===== src/hdl/fetch_regs.svh =====
/*
  Constants of the instruction fetch and decode block: reset values,
  address step, opcode tags and field positions.
  Assumes it is included by its bare name from package and modules.
*/
`ifndef FETCH_REGS_SVH
`define FETCH_REGS_SVH

// program counter after reset, byte address
`define RESET_PC        21'h000000
// bytes taken by one instruction word
`define WORD_BYTES      21'h000002
// top nibble of any second word
`define SECOND_TAG      4'hf
`define TAG_MSB         15
`define TAG_LSB         12
// literal field of a second word
`define LIT_MSB         11
`define LIT_LSB         0
// first words of the two-word instructions
`define MOVE_FF_TAG     4'hc
`define JUMP_OPC        8'hef
`define CALL_OPC        7'h76
`define CALL_LSB        9
`define LOAD_PTR_OPC    10'h3b8
`define LOAD_PTR_LSB    6
// low target bits held in the first word of jump and call
`define TGT_LO_MSB      7

`endif


===== src/hdl/fetch_pkg.sv =====
/*
  Types and helper functions of the instruction fetch and decode block.
  Assumes fetch_regs.svh is on the include path.
*/
`include "fetch_regs.svh"

package fetch_pkg;

  typedef logic [20:0] byte_addr_t;
  typedef logic [19:0] word_addr_t;
  typedef logic [15:0] instr_word_t;
  typedef logic [11:0] literal_t;
  typedef logic [10:0] branch_off_t;

  typedef enum logic [2:0] {
    st_fetch_first,
    st_wait_first,
    st_wait_second,
    st_issue
  } fetch_phase_t;

  typedef struct packed {
    fetch_phase_t phase;
    byte_addr_t   pc;
    instr_word_t  first_word;
    logic         skip_pending;
    logic         mem_rd;
    byte_addr_t   mem_addr;
    logic         exec_valid;
    instr_word_t  exec_word;
    literal_t     exec_literal;
    logic         exec_two_word;
    logic         exec_nop;
    byte_addr_t   exec_next_pc;
  } fetch_state_t;

  // true when the top nibble marks a second word
  function automatic logic is_tagged(input instr_word_t w);
    return w[`TAG_MSB:`TAG_LSB] == `SECOND_TAG;
  endfunction

endpackage


===== src/hdl/class_if.sv =====
/*
  Carries one instruction word to the word classifier and its verdict
  back to the fetch sequencer.
  Assumes a purely combinational classifier.
*/
`timescale 1ns/1ps

interface class_if;
  logic [15:0] word;
  logic        is_orphan;
  logic        is_two_first;
  logic        is_jump;
  logic        is_call;

  modport classifier (
    input  word,
    output is_orphan,
    output is_two_first,
    output is_jump,
    output is_call
  );

  modport user (
    output word,
    input  is_orphan,
    input  is_two_first,
    input  is_jump,
    input  is_call
  );
endinterface


===== src/hdl/word_classifier.sv =====
/*
  Combinational classifier of one instruction word: second-word tag,
  first word of a two-word instruction, jump and call opcodes.
  Assumes the word presented is a first-position word.
*/
`timescale 1ns/1ps
`include "fetch_regs.svh"

module word_classifier
  import fetch_pkg::*;
(
  class_if.classifier cls
);

  always_comb begin
    // a tagged word seen in first position runs alone
    cls.is_orphan    = is_tagged(cls.word);
    cls.is_jump      = cls.word[15:8] == `JUMP_OPC;
    cls.is_call      = cls.word[15:`CALL_LSB] == `CALL_OPC;
    // exactly four two-word kinds: call, move, jump, pointer load
    cls.is_two_first = cls.is_jump
                     | cls.is_call
                     | (cls.word[15:12] == `MOVE_FF_TAG)
                     | (cls.word[15:`LOAD_PTR_LSB] == `LOAD_PTR_OPC);
  end

endmodule // word_classifier


===== src/hdl/program_memory_instruction_fetch.sv =====
/*
  Fetch and decode sequencer between byte-addressed program memory and
  the core execute stage. Reads one instruction word at a time,
  recognises the four two-word kinds, fetches their second word straight
  after the first, and issues each instruction with its literal and its
  return address. Jump and call load their absolute target; the execute
  stage may load, branch or skip in the issue cycle. Only mem_rd and
  exec_valid pulse; the other outputs hold until the next update.
  Assumes the memory shows the read word in the cycle in which mem_rd
  stands, and the execute stage answers skip, branch and load requests
  in the cycle in which exec_valid stands. A reset restarts fetching at
  byte address zero. The word classifier is purely combinational.
*/
//
// Overview of operation
// - memory addressed per byte; instructions are two or four bytes.
// - instruction low byte sits at an even byte address.
// - counter steps by two; bit zero always reads zero.
// - jump and call targets are word addresses loaded into pc 20..1.
// - branch offset counts single-word instructions, not bytes.
// - four two-word kinds: call, move, jump, pointer load.
// - second word tagged 1111 on top, twelve literal bits below.
// - second word fetched in sequence hands its literal to execute.
// - tagged word executed without first word runs as no-operation.
`timescale 1ns/1ps
`include "fetch_regs.svh"

module program_memory_instruction_fetch
  import fetch_pkg::*;
(
  input  wire logic                   ref_clk,
  input  wire logic                   rst_b,
  output      logic                   mem_rd,
  output      fetch_pkg::byte_addr_t  mem_addr,
  input  wire fetch_pkg::instr_word_t mem_rdata,
  output      logic                   exec_valid,
  output      fetch_pkg::instr_word_t exec_word,
  output      fetch_pkg::literal_t    exec_literal,
  output      logic                   exec_two_word,
  output      logic                   exec_nop,
  output      fetch_pkg::byte_addr_t  exec_next_pc,
  input  wire logic                   skip_req,
  input  wire logic                   branch_req,
  input  wire fetch_pkg::branch_off_t branch_words,
  input  wire logic                   load_req,
  input  wire fetch_pkg::word_addr_t  load_word_addr
);
  import fetch_pkg::*;

  fetch_state_t s;
  fetch_state_t next_s;

  class_if cls ();

  word_classifier u_classifier (
    .cls (cls)
  );

  // next sequential word, bit zero forced low
  function automatic byte_addr_t step_pc(input byte_addr_t pc);
    byte_addr_t t;
    t = pc + `WORD_BYTES;
    return {t[20:1], 1'b0};
  endfunction

  // word address placed on pc 20..1
  function automatic byte_addr_t word_target(input word_addr_t w);
    return {w, 1'b0};
  endfunction

  // signed offset in instruction words
  function automatic byte_addr_t branch_target(input byte_addr_t pc,
                                               input branch_off_t off);
    word_addr_t ext;
    word_addr_t sum;
    ext = {{9{off[10]}}, off};
    sum = pc[20:1] + ext;
    return {sum, 1'b0};
  endfunction

  function automatic fetch_state_t reset_state();
    fetch_state_t r;
    r = '0;
    r.phase = st_fetch_first;
    r.pc    = `RESET_PC;
    return r;
  endfunction

  // put one read on the memory port, even byte address only
  function automatic fetch_state_t fetch_word(input fetch_state_t st,
                                              input byte_addr_t   a);
    fetch_state_t r;
    r          = st;
    r.mem_rd   = 1'b1;
    r.mem_addr = {a[20:1], 1'b0};
    return r;
  endfunction

  // issue a lone word; a tagged word here has lost its first word
  function automatic fetch_state_t issue_single(input fetch_state_t st,
                                                input instr_word_t  w,
                                                input logic         orphan);
    fetch_state_t r;
    r               = st;
    r.exec_valid    = 1'b1;
    r.exec_word     = w;
    r.exec_literal  = '0;
    r.exec_two_word = 1'b0;
    r.exec_nop      = orphan;
    r.pc            = step_pc(st.pc);
    r.exec_next_pc  = step_pc(st.pc);
    r.phase         = st_issue;
    return r;
  endfunction

  // issue a pair; its second word hands over the literal
  function automatic fetch_state_t issue_pair(input fetch_state_t st,
                                              input instr_word_t  w2);
    fetch_state_t r;
    r               = st;
    r.exec_valid    = 1'b1;
    r.exec_word     = st.first_word;
    r.exec_literal  = w2[`LIT_MSB:`LIT_LSB];
    r.exec_two_word = 1'b1;
    // an untagged second word voids the pair
    r.exec_nop      = !is_tagged(w2);
    r.pc            = step_pc(st.pc);
    r.exec_next_pc  = step_pc(st.pc);
    r.phase         = st_issue;
    return r;
  endfunction

  // absolute target of jump and call, as a word address
  function automatic byte_addr_t pair_target(input instr_word_t w1,
                                             input instr_word_t w2);
    return word_target({w2[`LIT_MSB:`LIT_LSB], w1[`TGT_LO_MSB:0]});
  endfunction

  // classify the first word, held or arriving
  always_comb begin
    if (s.phase == st_wait_second) begin
      cls.word = s.first_word;
    end else begin
      cls.word = mem_rdata;
    end
  end

  always_comb begin
    next_s            = s;
    next_s.mem_rd     = 1'b0;
    next_s.exec_valid = 1'b0;
    case (s.phase)
      st_fetch_first: begin
        next_s       = fetch_word(next_s, s.pc);
        next_s.phase = st_wait_first;
      end
      st_wait_first: begin
        if (s.skip_pending) begin
          // skipped word is dropped, one word only
          next_s.skip_pending = 1'b0;
          next_s.pc           = step_pc(s.pc);
          next_s.phase        = st_fetch_first;
        end else if (cls.is_two_first) begin
          // fetch second word straight after the first
          next_s.first_word = mem_rdata;
          next_s.pc         = step_pc(s.pc);
          next_s            = fetch_word(next_s, step_pc(s.pc));
          next_s.phase      = st_wait_second;
        end else begin
          next_s = issue_single(next_s, mem_rdata, cls.is_orphan);
        end
      end
      st_wait_second: begin
        next_s = issue_pair(next_s, mem_rdata);
        if (is_tagged(mem_rdata) && (cls.is_jump || cls.is_call)) begin
          next_s.pc = pair_target(s.first_word, mem_rdata);
        end
      end
      st_issue: begin
        // priority: load, then branch, then skip
        case ({load_req, branch_req})
          2'b10, 2'b11: begin
            next_s.pc = word_target(load_word_addr);
          end
          2'b01: begin
            // base is the address after the issued instruction
            next_s.pc = branch_target(s.exec_next_pc, branch_words);
          end
          default: begin
            next_s.pc = s.pc;
          end
        endcase
        // a skip over a first word leaves its second to run alone
        next_s.skip_pending = skip_req && !load_req && !branch_req;
        next_s.phase        = st_fetch_first;
      end
      default: begin
        next_s = reset_state();
      end
    endcase
  end

  always_ff @(posedge ref_clk or negedge rst_b) begin
    if (!rst_b) begin
      s <= reset_state();
    end else begin
      s <= next_s;
    end
  end

  assign mem_rd        = s.mem_rd;
  assign mem_addr      = s.mem_addr;
  assign exec_valid    = s.exec_valid;
  assign exec_word     = s.exec_word;
  assign exec_literal  = s.exec_literal;
  assign exec_two_word = s.exec_two_word;
  assign exec_nop      = s.exec_nop;
  assign exec_next_pc  = s.exec_next_pc;

endmodule // program_memory_instruction_fetch


===== config.mk =====
export PLATFORM = sky130hd
export DESIGN_NAME = program_memory_instruction_fetch
export DESIGN_NICKNAME = d
export VERILOG_FILES = /design/src/hdl/fetch_pkg.sv /design/src/hdl/class_if.sv /design/src/hdl/word_classifier.sv /design/src/hdl/program_memory_instruction_fetch.sv
export VERILOG_INCLUDE_DIRS = /design/src /design/src/hdl
export SDC_FILE = /design/constraint.sdc
export NUM_CORES = 1
export LEC_CHECK = 0
export BUFFER_PORTS_ARGS = -buffer_cell sky130_fd_sc_hd__buf_2
export CAP_MARGIN = 20
export CORE_UTILIZATION = 55
export CTS_BUF_LIST = sky130_fd_sc_hd__clkbuf_8 sky130_fd_sc_hd__clkbuf_16
export DETAILED_ROUTE_END_ITERATION = 8
export PLACE_DENSITY = 0.78
export SETUP_SLACK_MARGIN = 0.2
export SYNTH_ARGS = -nofsm -noshare
export SYNTH_HDL_FRONTEND = slang
export SYNTH_HIERARCHICAL = 1
export SYNTH_SLANG_ARGS = --single-unit

===== constraint.sdc =====
create_clock -name ref_clk -period 4.1 [get_ports ref_clk]
set_clock_uncertainty 0.15 [all_clocks]
set_input_delay 0.82 -clock ref_clk [delete_from_list [all_inputs] [get_ports ref_clk]]
set_output_delay 0.82 -clock ref_clk [all_outputs]
set_load 0.01 [all_outputs]

==> results of run 1 <==
==> metrics by stage <==
step | cell area [sq um] | worst slack, ns | total power [mW] | utilization [%] | hold WS (ns)
after floorplan | 7520 | 0.682 | 5.03 | - | 0.290
after global placement | 7690 | 0.685 | 5.68 | 57.9 | 0.297
after detailed placement | 7690 | 0.613 | 5.77 | 57.9 | 0.303
after CTS | 7990 | 0.612 | 6.69 | 60.1 | 0.322
after global routing | 7990 | 0.364 | 7.21 | 60.1 | 0.341
final | 7990 | 0.632 | 6.74 | 60.1 | 0.314
==> report_power, final <==
| part | leakage (nW) | switching, mW | internal [mW] |
|---|---|---|---|
| registers | 1.37 | 0.517 | 1.62 |
| logic | 2.26 | 2.26 | 1.44 |
| clock network | 0.148 | 0.461 | 0.447 |
==> worst reg2reg max path, stage by stage, from the launching register on <==
cell and delay, ns:
dfrtp_1 0.42, nand2b_1 0.49, nand2_1 0.12, nand2_1 0.10
nand2_1 0.08, or4b_4 0.53, o32ai_1 0.26, nand2_1 0.15
nand2_1 0.10, nand2_1 0.43, a221o_1 0.52
==> path summary, 6_finish.rpt <==
kind,from,to,slack [ns]
max reg2reg,s[112],mem_addr[4],0.63
min in group asynchronous,rst_b,exec_next_pc[6],0.32
max in group asynchronous,rst_b,exec_next_pc[16],2.69
min reg2reg,exec_word[4],exec_word[4],0.31
max,s[112],mem_addr[4],0.63
min,exec_word[4],exec_word[4],0.31
==> area by class of cell <==
cell class / count / area [sq um] / share of cell area (%)
repair buffers: 141 / 778 / 9.74
flip-flops and latches: 111 / 2780 / 34.8
inverters: 13 / 48.8 / 0.611
multi-input cells: 622 / 3870 / 48.4
clock buffers: 10 / 239 / 2.99
well taps: 176 / 220 / 2.76
clock inverters: 6 / 57.6 / 0.720
==> sequential cells by signal, summed over array words and instances (netlist names) <==
| signal | flops |
|---|---|
| exec_literal | 12 |
| exec_two_word | 1 |
| exec_word | 16 |
| mem_rd | 1 |
| exec_next_pc | 20 |
| mem_addr | 20 |
| exec_nop | 1 |
| s | 39 |
| exec_valid | 1 |
==> routing by layer <==
layer  vias up  track usage (%)
li1       3098                -
met1      3208             43.7
met5         -                0
met3        47             4.84
met2       337             46.5
met4         0             12.9
==> impl_metrics.tcl, run 1 <==
set metrics [dict create \
    wl_met3_um 1710 \
    cp_max_fo 20 \
    numCtsBuffers 9 \
    period_needed_ns 3.47 \
    dieArea_sq_mm 0.0141 \
    cts_setup_buffers 0 \
    crit_arrival_ns 3.58 \
    rows 42 \
    cts_resized 0 \
    boundaryPins 126 \
    wl_met2_um 9620 \
    dp.cells 1063 \
    gp_congestion 0.918 \
    fin_crit_sh_pct 84.6 \
    ant_nets 0 \
    grt_pass1_wl_um 33700 \
    numPortBuffers 123 \
    outcome "finished, final reports clean" \
    synth_area_sq_mm 0.00752 \
    final_cells 1079 \
    die_w_um 119 \
    drt_wl_total_um 21200 \
    grt_setup_unrepaired "false" \
    tightest_slew_ns 0.809 \
    drt_pass1_iterations 5 \
    ctsHoldBuffers 0 \
    clk_path_buf_depth 2 \
    layout_common_cells "nand2_1 (172), buf_2 (122), dfrtp_1 (111)" \
    yosysWarnings 6 \
    layout_commonest_cell "nand2_1" \
    first_global_vias 6189 \
    cellLeakagePower_nw 3.78 \
    top_layer_used "met4" \
    antenna_found_initial 0 \
    fill_cells 1207 \
    antenna_cells 0 \
    max_freq_mhz 288 \
    finalHoldViolCount 0 \
    grt_max_degree 65 \
    worstSetupEndpointType "flip-flop" \
    drive_above_1_share_pct 21.6 \
    cts_tree "yes" \
    h-tree-depth 3 \
    nNetsFinal 971 \
    crit_buf_inv 0 \
    critical_path.cell_chain "nand2b_1, nand2_1, nand2_1, nand2_1, or4b_4, o32ai_1, nand2_1, nand2_1, nand2_1, a221o_1" \
    maxCapViolations 0 \
    dieHeight_um 119 \
    cpMostUsedCell "nand2_1" \
    syn_area_per_cell_sq_um 8.59 \
    rr_worst_depth 10 \
    drc_errors 0 \
    coreArea_sq_mm 0.0133 \
    wl_met1_um 9270 \
    drtIter0Drc 716 \
    crit_path_max_incr_delay_ns 0.53 \
    crit_type "reg2reg" \
    timing.hold.worst.class "reg2reg" \
    relSlewSlack_pct 46.1 \
    path_depth 10 \
    cts-root-buf "clkbuf_16" \
    clock-sinks 111 \
    via_per_inst 6.20 \
    start_util_pct 56.5 \
    start_kind "flip-flop" \
    irDropWorstVdd_mv 0.419 \
    grt-ovfl-total 0 \
    area_growth_pct 6.26 \
    crit_family "simple AND/OR/NAND/NOR gates" \
    clk_pin_slew_ns 0.08 \
    setup_tns_ns 0 \
    setup_violations 0 \
    cp.required_ns 4.21 \
    globalRouteTotalUtil_pct 30.7 \
    netlist_instances 875 \
    dpl.hpwl_um 15200 \
    vias 6690 \
    drv_slew 0 \
    p_per_area_mw_per_mm2 844 \
    wire_per_inst_um 19.7 \
    hold_depth 2 \
    cpMaxStageDelayCell "or4b_4" \
    clkLatencyLatePin_ns 0.37 \
]
Power figures use the tool's default switching activity.
==> inputs of run 2 (changes only) <==
- clock period: 4.1 -> 3.6 ns (I/O delays scaled with it)
==> run 2 against run 1 <==
Compared with the run above: worst setup slack worse by 0.20 ns; power up 15%; worst hold slack worse by 0.068 ns; cell count up 0.93%; global-route usage up 0.17 points; sequential cell count unchanged; count of clock-buffer cells in the layout down 1; critical path depth up 4; register-to-register slack worse by 0.20 ns; critical path type unchanged; critical endpoint is now s[103].
==> impl_metrics.tcl, run 2 (same netlist as run 1, synthesis figures left out) <==
set metrics [dict create \
    setup_violations 0 \
    layout_commonest_cell "nand2_1" \
    drtIter0Drc 737 \
    cts-root-buf "clkbuf_16" \
    numCtsBuffers 9 \
    crit_type "reg2reg" \
    utilization_pct 60.8 \
    setup_tns_ns 0 \
    switching_share_pct 47.4 \
    cts_setup_buffers 0 \
    power.net_switching_mw 3.67 \
    clkLatencyLatePin_ns 0.37 \
    fin_crit_sh_pct 87.9 \
    vias 6752 \
    drive_above_1_share_pct 22.8 \
    finalHoldViolCount 0 \
    rr_worst_depth 14 \
    cp.required_ns 3.71 \
    r2r-start "s[113]" \
    dpl.hpwl_um 15200 \
    clk_pin_slew_ns 0.08 \
    antenna_found_initial 0 \
    area_growth_pct 7.44 \
    fill_cells 1207 \
    drv_slew 0 \
    grt_max_degree 51 \
    numPortBuffers 123 \
    max_freq_mhz 316 \
    p_per_area_mw_per_mm2 959 \
    clk_path_buf_depth 2 \
    cp_max_fo 17 \
    drt_pass1_iterations 5 \
    boundaryPins 126 \
    globalRouteTotalUtil_pct 30.9 \
    largest_register_ffs 39 \
    start_util_pct 56.5 \
    dieArea_sq_mm 0.0141 \
    first_global_vias 6170 \
    comb_power_share_pct 54.8 \
    start_kind "flip-flop" \
    drc_errors 0 \
    wire_per_inst_um 19.5 \
    clkPwrFrac_pct 13.7 \
    dp_slack_ns 0.221 \
    crit_arrival_ns 3.27 \
    coreArea_sq_mm 0.0133 \
    drt_wl_total_um 21300 \
    regArea_sq_mm 0.00278 \
    period_needed_ns 3.16 \
    rrSetupSlack_ns 0.44 \
    outcome "finished, final reports clean" \
    largest-register "s" \
    dieHeight_um 119 \
    rows 42 \
    layout_common_cells "nand2_1 (171), buf_2 (122), dfrtp_1 (110)" \
    cellLeakagePower_nw 3.83 \
    grt_setup_unrepaired "false" \
    grt-ovfl-total 0 \
    via_per_inst 6.20 \
    nNetsFinal 981 \
    ant_nets 0 \
    clock-sinks 111 \
    cts_tree "yes" \
    grt_pass1_wl_um 33500 \
    die_w_um 119 \
    ctsHoldBuffers 0 \
    multiInputGateArea_sq_mm 0.00387 \
    pwr-share-seq_pct 31.5 \
    relSlewSlack_pct 52.5 \
    antenna_cells 0 \
    timing.rr.end "s[103]" \
    tightest_slew_ns 0.713 \
    p_int_mw 4.08 \
    h-tree-depth 3 \
    maxCapViolations 0 \
    worstSetupEndpointType "flip-flop" \
    gp_congestion 0.925 \
    fin_ws_ns 0.435 \
    irDropWorstVdd_mv 0.432 \
    timing.hold.worst.class "in2async" \
]
==> run 2: layout make-up <==
class                   count  area share (%)
repair buffers            151            10.5
inverters                  13           0.604
well taps                 176            2.73
clock inverters             7            1.01
flip-flops and latches    111            34.4
multi-input cells         622            48.0
clock buffers               9            2.79
==> run 2: per-layer routing <==
| metal | vias up | global-route usage (%) | wire length, um |
|---|---|---|---|
| li1 | 3119 | - | - |
| met1 | 3222 | 44.3 | 9360 |
| met2 | 356 | 45.2 | 9390 |
| met3 | 55 | 6.08 | 1810 |
| met4 | 0 | 13.4 | 724 |
| met5 | - | 0 | 0 |
==> run 2: power by group through the flow <==
| stage | combinational (mW) | clock, mW | sequential (mW) |
|---|---|---|---|
| 2_1_floorplan | 3.53 | 0 | 2.20 |
| 3_3_place_gp | 4.05 | 0 | 2.42 |
| 3_5_place_dp | 4.15 | 0 | 2.43 |
| 4_1_cts | 4.18 | 1.07 | 2.41 |
| 5_1_grt | 4.66 | 1.12 | 2.51 |
| 6_report | 4.25 | 1.06 | 2.44 |
==> run 2: critical path, cell delays in order (launching register included) <==
cell      delay (ns)
dfrtp_2         0.48
inv_2           0.06
nor2_2          0.10
buf_4           0.22
nand2_1         0.08
nand2_1         0.08
nand2_1         0.08
or4b_4          0.53
nor2_1          0.13
o21ai_0         0.24
a21boi_1        0.21
buf_4           0.24
o21ai_0         0.15
o22ai_1         0.14
o21ba_2         0.18
==> run 2: worst max-delay path by stage <==
| stage | to | startpoint | slack, ns |
|---|---|---|---|
| 2_1_floorplan | s[80] | s[113] | 0.27 |
| 3_3_place_gp | mem_addr[14] | s[113] | 0.29 |
| 3_5_place_dp | mem_addr[14] | s[113] | 0.22 |
| 4_1_cts | exec_next_pc[11] | s[113] | 0.27 |
| 5_1_grt | mem_addr[14] | s[113] | 0.22 |
| 6_report | s[103] | s[113] | 0.44 |
==> run 2: metrics by stage <==
step / area (sq um) / hold WS [ns] / total power, mW / instances
2_1_floorplan: 7520 / 0.274 / 5.73 / 876
3_3_place_gp: 7750 / 0.295 / 6.48 / 1072
3_5_place_dp: 7750 / 0.301 / 6.58 / 1072
4_1_cts: 8060 / 0.270 / 7.66 / 1088
5_1_grt: 8080 / 0.290 / 8.28 / 1089
6_report: 8080 / 0.245 / 7.75 / 1089
==> run 2: what timing repair did <==
action / CTS / global route
cloned: 0 / 0
setup endpoints to repair: 4 / 27
gates resized for setup: 2 / 3
==> inputs of run 3 (changes only) <==
- CTS_BUF_LIST: sky130_fd_sc_hd__clkbuf_8 sky130_fd_sc_hd__clkbuf_16 -> sky130_fd_sc_hd__clkbuf_8
- SKIP_CTS_REPAIR_TIMING: not set -> 1
==> run 3 against run 2 <==
Compared with the run above: via count shrank 0.28%; register-to-register slack gained 0.03 ns; power shrank 3.3%; clock power shrank 22%; critical endpoint unchanged; combinational power is essentially flat; global-route usage shrank 0.41 points; routed wire length shrank 1.2%; largest cell class unchanged.
==> impl_metrics.tcl, run 3 (same netlist as run 1, synthesis figures left out) <==
set metrics [dict create \
    setup_violations 0 \
    rows 42 \
    antenna_cells 0 \
    timing.rr.end "s[103]" \
    r2r-start "s[113]" \
    dieHeight_um 119 \
    drive_above_1_share_pct 22.8 \
    largest_register_ffs 39 \
    clock-sinks 111 \
    first_global_vias 6072 \
    coreArea_sq_mm 0.0133 \
    grt_setup_unrepaired "false" \
    drtIter0Drc 677 \
    cp_max_fo 17 \
    critical_path.cell_chain "inv_2, nor2_2, buf_4, nand2_1, nand2_1, nand2_1, or4b_4, nor2_1, o21ai_0, a21boi_1, buf_4, o21ai_0, o22ai_1, o21ba_2" \
    layout_common_cells "nand2_1 (171), buf_2 (122), dfrtp_1 (110)" \
    drt_pass1_iterations 6 \
    area_growth_pct 6.09 \
    dieArea_sq_mm 0.0141 \
    numPortBuffers 123 \
    largest-register "s" \
    path_depth 14 \
    numCtsBuffers 9 \
    tightest_slew_ns 0.709 \
    grt_max_degree 51 \
    layout_commonest_cell "nand2_1" \
    ant_nets 0 \
    crit_path_max_incr_delay_ns 0.53 \
    grt-ovfl-total 0 \
    crit_buf_inv 3 \
    dpl.hpwl_um 15200 \
    clk_path_buf_depth 2 \
    rr_worst_depth 14 \
    maxCapViolations 0 \
    grt_pass1_wl_um 33300 \
    nNetsFinal 981 \
    period_needed_ns 3.14 \
    setup_tns_ns 0 \
    vias 6733 \
    drc_errors 0 \
    clkLatencyLatePin_ns 0.41 \
    start_util_pct 56.5 \
    die_w_um 119 \
    p_per_area_mw_per_mm2 939 \
    max_freq_mhz 319 \
    clk_pin_slew_ns 0.12 \
    via_per_inst 6.18 \
    crit_arrival_ns 3.29 \
    cpMostUsedCell "nand2_1" \
    crit_type "reg2reg" \
    worstSetupEndpointType "flip-flop" \
    relSlewSlack_pct 52.7 \
    worst_hold_slack_ns 0.196 \
    drv_slew 0 \
    globalRouteTotalUtil_pct 30.5 \
    timing.hold.worst.class "in2async" \
    h-tree-depth 3 \
    cp.required_ns 3.75 \
    cp-endpoint "s[103]" \
    utilization_pct 60.0 \
    cts_tree "yes" \
    rrSetupSlack_ns 0.46 \
    worstSetupStartpoint "s[113]" \
    cpMaxStageDelayCell "or4b_4" \
    finalHoldViolCount 0 \
    antenna_found_initial 0 \
    wire_per_inst_um 19.3 \
    gp_congestion 0.925 \
    start_kind "flip-flop" \
    irDropWorstVdd_mv 0.426 \
    cellLeakagePower_nw 3.79 \
    boundaryPins 126 \
    cts-root-buf "clkbuf_8" \
    drt_wl_total_um 21000 \
    fin_crit_sh_pct 87.2 \
    crit_family "simple AND/OR/NAND/NOR gates" \
    outcome "finished, final reports clean" \
]
run 3: per-stage QoR:
stage,setup WS [ns],power [mW],area [sq um],cells
2_1_floorplan,0.274,5.73,7520,876
3_3_place_gp,0.295,6.48,7750,1072
3_5_place_dp,0.221,6.58,7750,1072
4_1_cts,0.197,7.39,7950,1088
5_1_grt,0.227,8.02,7980,1089
6_report,0.462,7.49,7980,1089
run 3: power by group:
part	internal (mW)	switching (mW)
Sequential	1.84	0.589
Combinational	1.68	2.55
Clock	0.332	0.493
run 3: worst min-delay path by stage:
stage	startpoint	endpoint	slack, ns	cells past startpoint
after floorplan	rst_b	exec_literal[0]	0.27	0
after global placement	exec_word[10]	exec_word[10]	0.30	2
after detailed placement	exec_word[6]	exec_word[6]	0.30	2
after CTS	rst_b	s[94]	0.23	1
after global routing	rst_b	s[94]	0.24	1
final	rst_b	exec_next_pc[3]	0.20	1
run 3: final cells by class:
cell class / instances / area [sq um]
Sequential cell: 111 / 2780
Timing Repair Buffer: 151 / 848
Clock buffer: 9 / 124
Fill cell: 1212 / 5320
Clock inverter: 7 / 81.3
Tap cell: 176 / 220
Multi-Input combinational cell: 622 / 3870
Inverter: 13 / 48.8
run 3: routing by layer:
| metal | track usage [%] | up-vias | share of wire [%] |
|---|---|---|---|
| li1 | - | 3123 | - |
| met1 | 44.9 | 3231 | 44 |
| met2 | 44.9 | 335 | 44 |
| met3 | 4.65 | 44 | 8.5 |
| met4 | 11.9 | 0 | 2.8 |
| met5 | 0 | - | 0 |
